<file path="src/core/rqsb_defines.svh">
`ifndef RQSB_DEFINES_SVH
`define RQSB_DEFINES_SVH

// Sideband field positions
`define RQSB_SB_W        60
`define RQSB_HEADBE_LO   0
`define RQSB_TAILBE_LO   4
`define RQSB_OFFS_LO     8
`define RQSB_ABORT_BIT   11
`define RQSB_HINT_BIT    12
`define RQSB_HTYPE_LO    13
`define RQSB_INDIR_BIT   15
`define RQSB_STEER_LO    16
`define RQSB_SEQ_LO      24
`define RQSB_PAR_LO      28
`define RQSB_PAR_W       32

// Default data width and steering table depth
`define RQSB_DATA_W      256
`define RQSB_STT_DEPTH   64

`endif

</file>
<file path="src/core/rqsb_pkg.sv">
package rqsb_pkg;

   // Fields captured from the first accepted beat of a request
   typedef struct packed {
      logic [3:0] headDwordByteEnables;
      logic [3:0] tailDwordByteEnables;
      logic [2:0] alignOffset;
      logic       hintPresent;
      logic [1:0] hintType;
      logic       hintIndirect;
      logic [7:0] hintSteeringValue;
      logic [3:0] progressNumber;
   } rqsb_hdr_t;

   // Per-packet result handed downstream on the final beat
   typedef struct packed {
      rqsb_hdr_t  hdr;
      logic [7:0] steeringTag;
      logic       nullify;
      logic       parityBad;
      logic       aborted;
   } rqsb_res_t;

endpackage

</file>
<file path="src/core/rqsb_skid_buffer.sv">
`timescale 1ns/1ns
// Two-entry buffer, registered data, full throughput without a comb path
// from the output ready back to the input ready.
module rqsb_skid_buffer #(
   parameter int WIDTH = 8
) (
   input  wire logic             clk_sys,
   input  wire logic             nrst,
   input  wire logic [WIDTH-1:0] inData,
   input  wire logic             inValid,
   output logic                  inReady,
   output logic      [WIDTH-1:0] outData,
   output logic                  outValid,
   input  wire logic             outReady
);

   typedef struct packed {
      logic [WIDTH-1:0] mem0;
      logic [WIDTH-1:0] mem1;
      logic [1:0]       count;
   } rqsb_skid_st_t;

   rqsb_skid_st_t st_reg;
   rqsb_skid_st_t st_next;

   logic doPush;
   logic doPop;

   assign inReady  = (st_reg.count != 2'h2);
   assign outValid = (st_reg.count != 2'h0);
   assign outData  = st_reg.mem0;
   assign doPush   = inValid && inReady;
   assign doPop    = outValid && outReady;

   // Entry 0 is always the head; entry 1 only holds the overflow word
   always_comb begin
      st_next = st_reg;
      if (doPop) begin
         st_next.mem0 = st_reg.mem1;
      end
      if (doPush) begin
         if (st_reg.count == 2'h0 || (st_reg.count == 2'h1 && doPop)) begin
            st_next.mem0 = inData;
         end else if (st_reg.count == 2'h2 && doPop) begin
            st_next.mem1 = inData;
         end else begin
            st_next.mem1 = inData;
         end
      end
      case ({doPush, doPop})
         2'b10:   st_next.count = st_reg.count + 2'h1;
         2'b01:   st_next.count = st_reg.count - 2'h1;
         default: st_next.count = st_reg.count;
      endcase
   end

   always_ff @(posedge clk_sys or negedge nrst) begin
      if (!nrst) begin
         st_reg <= '0;
      end else begin
         st_reg <= st_next;
      end
   end

endmodule // rqsb_skid_buffer

</file>
<file path="src/core/rqsb_requester_sideband.sv">
// Function
// - Beat moves only when valid and ready; client holds beat while stalled.
// - Head Dword byte enables, bits 3:0, captured on first accepted beat.
// - Tail Dword byte enables, bits 7:4, captured on first accepted beat.
// - Bits 10:8 give start byte lane modulo 8 in address-aligned mode.
// - Abort flag bit 11 in any beat makes the device nullify the TLP.
// - Abort is sticky for the remaining beats of the packet.
// - As Endpoint, client abort is also reported through error reporting.
// - Bit 12 flags a hint, captured first beat; tied zero if unused.
// - Bits 14:13 hint type, captured first beat, ignored without hint.
// - Indirect bit 15 set: steering value indexes the steering tag table.
// - Indirect bit clear: steering value inserted directly as tag.
// - Bits 23:16 steering value, captured first beat, ignored without hint.
// - Echo 4-bit progress number from bits 27:24 once order is safe.
// - Only 16 parity bits at 128-bit width, 8 at 64-bit.
`timescale 1ns/1ns
`include "rqsb_defines.svh"
module rqsb_requester_sideband
   import rqsb_pkg::*;
#(
   parameter int DATA_W    = `RQSB_DATA_W,
   parameter int STT_DEPTH = `RQSB_STT_DEPTH
) (
   input  wire logic                    clk_sys,
   input  wire logic                    nrst,
   input  wire logic [DATA_W-1:0]       req_stream_payload,
   input  wire logic [`RQSB_SB_W-1:0]   req_sideband_bus,
   input  wire logic                    reqStreamLast,
   input  wire logic                    req_stream_valid,
   output logic                         req_stream_ready,
   input  wire logic                    addrAlignedMode,
   input  wire logic                    parityCheckEn,
   input  wire logic                    endpointMode,
   input  wire logic                    stTableWrEn,
   input  wire logic [$clog2(STT_DEPTH)-1:0] stTableWrIdx,
   input  wire logic [7:0]              stTableWrData,
   output logic [DATA_W-1:0]            txPayload,
   output logic                         txLast,
   output rqsb_res_t                    txResult,
   output logic                         txValid,
   input  wire logic                    txReady,
   output logic [3:0]                   progress_number_echo,
   output logic                         progressEchoValid,
   output logic                         abortAerReport,
   output logic                         internalErrReport
);

   // Lane count, table index width and buffer word layout
   localparam int NBYTES = DATA_W / 8;
   localparam int IDX_W  = $clog2(STT_DEPTH);
   localparam int BUF_W  = DATA_W + 1 + $bits(rqsb_res_t);

   // ****************************************************************
   // State
   // ****************************************************************
   // The steering table sits in the state word, so reset clears it too
   typedef struct packed {
      logic       inPacket;
      rqsb_hdr_t  hdr;
      logic       aborted;
      logic       parityBad;
      logic [3:0] echoNum;
      logic       echoValid;
      logic       aerPulse;
      logic       ierrPulse;
      logic [STT_DEPTH-1:0][7:0] stt;
   } rqsb_state_t;

   rqsb_state_t st_reg;
   rqsb_state_t st_next;

   // Per-beat decode, table index and buffer plumbing
   logic [IDX_W-1:0] tagIdx;
   logic       beatTaken;
   logic       bufInReady;
   logic       bufOutValid;
   logic       bufOutReady;
   logic [BUF_W-1:0] bufIn;
   logic [BUF_W-1:0] bufOut;
   rqsb_hdr_t  beatHdr;
   rqsb_hdr_t  curHdr;
   rqsb_res_t  res;
   logic       beatAbort;
   logic       beatParBad;
   logic [NBYTES-1:0] parMismatch;

   // Decode the header fields out of the sideband bus
   function automatic rqsb_hdr_t decode_hdr(input logic [`RQSB_SB_W-1:0] sb,
                                            input logic alignMode);
      rqsb_hdr_t h;
      h.headDwordByteEnables = sb[`RQSB_HEADBE_LO +: 4];
      h.tailDwordByteEnables = sb[`RQSB_TAILBE_LO +: 4];
      // Dword-aligned traffic has no lane offset, so it is forced to zero
      h.alignOffset  = alignMode ? sb[`RQSB_OFFS_LO +: 3] : 3'h0;
      h.hintPresent  = sb[`RQSB_HINT_BIT];
      // Hint fields are don't-care without a hint; clear them for clean tags
      h.hintType     = h.hintPresent ? sb[`RQSB_HTYPE_LO +: 2] : 2'h0;
      h.hintIndirect = h.hintPresent & sb[`RQSB_INDIR_BIT];
      h.hintSteeringValue = h.hintPresent ?
                            sb[`RQSB_STEER_LO +: 8] : 8'h00;
      h.progressNumber = sb[`RQSB_SEQ_LO +: 4];
      return h;
   endfunction

   // ****************************************************************
   // Beat acceptance and checks
   // ****************************************************************
   // Ready follows buffer room only, so a stall never drops a beat
   assign req_stream_ready = bufInReady;
   assign beatTaken = req_stream_valid && req_stream_ready;
   // Header fields count only on the first beat of a packet
   assign beatHdr   = decode_hdr(req_sideband_bus, addrAlignedMode);
   assign curHdr    = st_reg.inPacket ? st_reg.hdr : beatHdr;
   // Abort is only looked at on accepted beats
   assign beatAbort = beatTaken && req_sideband_bus[`RQSB_ABORT_BIT];

   // Per-byte odd parity; only lanes of the configured width exist
   genvar gi;
   generate
      for (gi = 0; gi < NBYTES; gi++) begin : g_par
         assign parMismatch[gi] =
            (^req_stream_payload[gi*8 +: 8]) ==
            req_sideband_bus[`RQSB_PAR_LO + gi];
      end
   endgenerate
   assign beatParBad = beatTaken && parityCheckEn && (|parMismatch);

   // Only the low value bits index the table; the rest are dropped
   assign tagIdx = curHdr.hintSteeringValue[IDX_W-1:0];

   // Steering tag: table lookup or direct value
   always_comb begin
      res.hdr = curHdr;
      if (curHdr.hintIndirect) begin
         res.steeringTag = st_reg.stt[tagIdx];
      end else begin
         res.steeringTag = curHdr.hintSteeringValue;
      end
      res.aborted     = st_reg.aborted || beatAbort;
      res.parityBad   = st_reg.parityBad || beatParBad;
      res.nullify     = res.aborted || res.parityBad;
   end

   // ****************************************************************
   // Packet tracking
   // ****************************************************************
   always_comb begin
      st_next = st_reg;
      st_next.echoValid = 1'b0;
      st_next.aerPulse  = 1'b0;
      st_next.ierrPulse = 1'b0;
      if (beatTaken) begin
         if (!st_reg.inPacket) begin
            st_next.hdr = beatHdr;
         end
         // Sticky until the end of packet, even if the flag drops
         st_next.aborted   = res.aborted;
         st_next.parityBad = res.parityBad;
         st_next.inPacket  = !reqStreamLast;
         // Error reports go out as the final beat is taken, not as it leaves
         if (reqStreamLast) begin
            st_next.aborted   = 1'b0;
            st_next.parityBad = 1'b0;
            st_next.aerPulse  = res.aborted && endpointMode;
            st_next.ierrPulse = res.parityBad;
         end
      end
      // Once the word leaves the buffer nothing from the client passes it;
      // a stalled receiver therefore also holds back the echo
      if (bufOutValid && bufOutReady && bufOut[BUF_W-1]) begin
         st_next.echoNum   = txResult.hdr.progressNumber;
         st_next.echoValid = 1'b1;
      end
      // Table writes may land in any cycle, inside a packet or not
      if (stTableWrEn) begin
         st_next.stt[stTableWrIdx] = stTableWrData;
      end
   end

   // Asynchronous clear of the whole state word, table included
   always_ff @(posedge clk_sys or negedge nrst) begin
      if (!nrst) begin
         st_reg <= '0;
      end else begin
         st_reg <= st_next;
      end
   end

   // ****************************************************************
   // Output buffer
   // ****************************************************************
   // Last flag on top, result in the middle, payload at the bottom
   assign bufIn = {reqStreamLast, res, req_stream_payload};
   assign bufOutReady = txReady;

   rqsb_skid_buffer #(
      .WIDTH (BUF_W)
   ) u_buf (
      .clk_sys  (clk_sys),
      .nrst     (nrst),
      .inData   (bufIn),
      .inValid  (req_stream_valid),
      .inReady  (bufInReady),
      .outData  (bufOut),
      .outValid (bufOutValid),
      .outReady (bufOutReady)
   );

   // Link side reads the buffer head; the report pulses are registered
   assign txPayload = bufOut[DATA_W-1:0];
   assign txResult  = bufOut[DATA_W +: $bits(rqsb_res_t)];
   assign txLast    = bufOut[BUF_W-1];
   assign txValid   = bufOutValid;
   assign progress_number_echo = st_reg.echoNum;
   assign progressEchoValid    = st_reg.echoValid;
   assign abortAerReport       = st_reg.aerPulse;
   assign internalErrReport    = st_reg.ierrPulse;

endmodule // rqsb_requester_sideband

</file>
<file path="config.mk">
export PLATFORM = sky130hd
export DESIGN_NAME = rqsb_requester_sideband
export DESIGN_NICKNAME = d
export VERILOG_FILES = /design/src/core/rqsb_pkg.sv /design/src/core/rqsb_skid_buffer.sv /design/src/core/rqsb_requester_sideband.sv
export VERILOG_INCLUDE_DIRS = /design/src /design/src/core
export SDC_FILE = /design/constraint.sdc
export NUM_CORES = 2
export LEC_CHECK = 0
export BUFFER_PORTS_ARGS = -buffer_cell sky130_fd_sc_hd__clkbuf_2
export CAP_MARGIN = 0
export CELL_PAD_IN_SITES_DETAIL_PLACEMENT = 0
export CELL_PAD_IN_SITES_GLOBAL_PLACEMENT = 2
export CORE_MARGIN = 2
export CORE_UTILIZATION = 36
export CTS_BUF_LIST = sky130_fd_sc_hd__clkbuf_16
export DETAILED_ROUTE_END_ITERATION = 16
export PLACE_DENSITY_LB_ADDON = 0.1
export SLEW_MARGIN = 20
export SYNTH_ARGS = -nofsm -noshare
export SYNTH_HDL_FRONTEND = slang
export SYNTH_SLANG_ARGS = --single-unit
</file>
<file path="constraint.sdc">
create_clock -name clk_sys -period 2.5 [get_ports clk_sys]
set_input_delay 0.25 -clock clk_sys [delete_from_list [all_inputs] [get_ports clk_sys]]
set_output_delay 0.25 -clock clk_sys [all_outputs]
set_load 0.01 [all_outputs]
</file>
==> out/qor.csv <==
metric;value;unit
run status;finished, violations left;
failing checks;setup timing;
Max Slew Vio Count;0;
drt wl/cell;24.82;um
Max-Cap Viols;0;
Max clock buf depth;3;
max reg flops;542;
number of synthesized flops with an enable pin;0;
most common cell after layout, fill and taps aside;dfrtp_1;
hold_sp;req_sideband_bus[22];
Starting Density;36.17;%
die height;394.2;um
critical path capture point type;flip-flop;
# IOs;643;
cts bufs inserted;139;
pwr/cell area;1176;mW/mm2
Via Count;38930;
hold path endpoint;u_buf.outData[277];
drt pass-1 iters;5;
clk_lat worst skew;770;ps
reg-to-reg slack, setup;-260;ps
Vias/cell;5.043;
setup slack at placement;-916.7;ps
Mapped Nets;5013;
Min-Delay Path Class;input pin to flip-flop;
largest net degree at the start of global routing;95;
total clock sinks;1141;
Slew @ Worst Pin;1104;ps
layout cells sized above 1;38.69;%
worst r2r src;st_reg[548];
number of I/O port buffers;642;
total track usage;24.35;%
Yosys cell types;72;
hold depth;3;
Detail Route Antenna Nets;0;
dominant synthesized flop cell;dfrtp_1;
total congestion overflow;0;
fin crit share;110.2;%
worst-path fanout max;10;
Post-Synthesis Cell Area;0.05481;mm2
Die X;394.2;um
post-synthesis sequential area ratio;52.09;%
RSZ-0062 raised after global routing;true;
slowest stage delay, CP;530;ps
Syn Area/Cell;11.74;um2
Synth async-reset ratio;100.0;%
fmax;0.3628;GHz
H-tree levels;4;
clock-pin slew on the worst setup and hold paths;60;ps
initial antenna violation count;17;
Setup Skew;25.50;ps
Startpoint Class;flip-flop;
Critical Path Slowest Stage Cell;mux4_2;
Synth Instances;4670;
Fill cells;14240;
P_leak;31.96;nW
DR iter-0 viols;2174;
# nets final;5917;
DP Wirelength;136600;um
critical path class;flip-flop to flip-flop;
vias in the first global route;39710;
GPL Wtd Cong;0.8363;
first-pass GRT wire length;282500;um
FP Rows;143;
flops & latches, synth;1141;
CTS root buf;clkbuf_16;
PnR worst setup slack;-256.2;ps
CTS tree;built;
# DRC;0;
r2r endpoint;u_buf.st_reg[265];
final hold vios;0;
die area;0.1554;mm2
Setup Viol. Count Final;16;
delay-heaviest family, CP;multiplexers;
fin crit period;2756;ps
crit path cell chain;and3b_2 -> nor2_8 -> buf_4 -> clkbuf_16 -> mux4_2 -> mux2i_4 -> o31ai_1 -> o32a_1 -> mux2_2;
Peak VDD IR;0.0005419;V
CP bufs+invs;2;
Area growth syn-to-layout;26.86;%
Register Area;0.02855;mm2
CP arrival;3390;ps
Yosys warnings;0;
CP Data Required Time;3140;ps
Max-slew headroom;25.90;%
most frequent cells in the layout;dfrtp_1, mux2_2, clkbuf_2, nand2_1, buf_4;
R2R cell count;9;
area of the multi-input gates;0.02350;mm2
total wire length;191600;um
Core ar.;0.1515;mm2
total power;81.80;mW
power by group:
part | internal, mW | total, mW | switching, mW | leakage (nW)
clock | 11.0 | 19.2 | 8.12 | 2.22
sequential | 24.9 | 28.6 | 3.73 | 14.3
combinational | 15.5 | 34.0 | 18.5 | 15.4
total | 51.4 | 81.8 | 30.4 | 32.0
cells in the mapped netlist (all sizes together) (10+ instances only):
cell    instances  area share, %
dfrtp        1141             52
mux2          781             16
nand2         624            4.3
buf           381            5.0
mux2i         331            6.0
o21ai         312            2.8
clkbuf        222            1.5
xnor2         154            2.5
a21oi         109            1.0
nand3          97           0.89
nor2           83           0.60
a211oi         58           0.79
xor2           48           0.77
and3           31           0.35
nor2b          29           0.33
nand4          28           0.32
xnor3          28            1.2
a31oi          25           0.29
a22oi          19           0.27
mux4           17           0.70
a32oi          16           0.26
a221oi         14           0.22
a311oi         12           0.19
a21o           10           0.14
worst max path at each step:
stage,startpoint,to,cells past startpoint
2_1_floorplan,st_reg[548],u_buf.st_reg[265],8
3_3_place_gp,req_stream_payload[95],u_buf.st_reg[260],10
3_5_place_dp,req_stream_payload[95],u_buf.st_reg[260],10
4_1_cts,st_reg[548],u_buf.st_reg[264],11
5_1_grt,st_reg[548],u_buf.st_reg[265],9
6_report,st_reg[548],u_buf.st_reg[265],9
what timing repair did:
item / CTS / global route
endpoints found under the setup margin: 20 / 23
pin swaps: 18 / 66
gates cloned: 7 / 2
hold buffers: 280 / 0
gates resized for setup: 63 / 117
endpoints found under the hold margin: 916 / 0
setup buffers: 15 / 19
cell type report:
cell class	instances	area share, %
clock inverters	107	0.9699
well taps	2030	3.653
repair buffers	1364	15.31
diodes	6	0.02159
flip-flops and latches	1141	41.06
clock buffers	143	5.146
inverters	7	0.04858
multi-input cells	2921	33.79
worst min-delay path: cells and delay by family:
family	cells	cell delay, ps
AOI/OAI and AO/OA	2	390
buffers and inverters	1	140
logic make-up after synthesis:
logic type | Yosys count | synth area share [%]
buffers and inverters | 610 | 6.572
multiplexers | 1129 | 22.79
adder cells (fa/ha/maj) | 4 | 0.09131
XOR/XNOR | 230 | 4.378
AO/OA/AOI/OAI | 616 | 6.666
AND/OR/NAND/NOR | 940 | 7.412
flip-flops | 1141 | 52.09
layer usage:
layer  GRT usage, %  vias to the layer above  share of wire (%)
met4          6.041                        8                2.3
li1               -                    17910                  -
met5              0                        -              0.028
met3          4.526                      214                4.7
met2          39.87                      865                 48
met1          33.23                    19930                 45
stage by stage:
stage | area [um2] | util [%] | TNS, ps | hold slack (ps) | std cells
floorplan | 54810 | - | 0 | -45.59 | 4670
global placement | 61100 | 40.32 | -8598 | 288.8 | 7147
detailed placement | 61100 | 40.32 | -9155 | 292.0 | 7147
CTS | 68720 | 45.35 | -2781 | 6.327 | 7698
global route | 69530 | 45.88 | -3980 | 25.22 | 7716
finish | 69530 | 45.88 | -2821 | 87.51 | 7719
(Power assumes the default switching activity.)
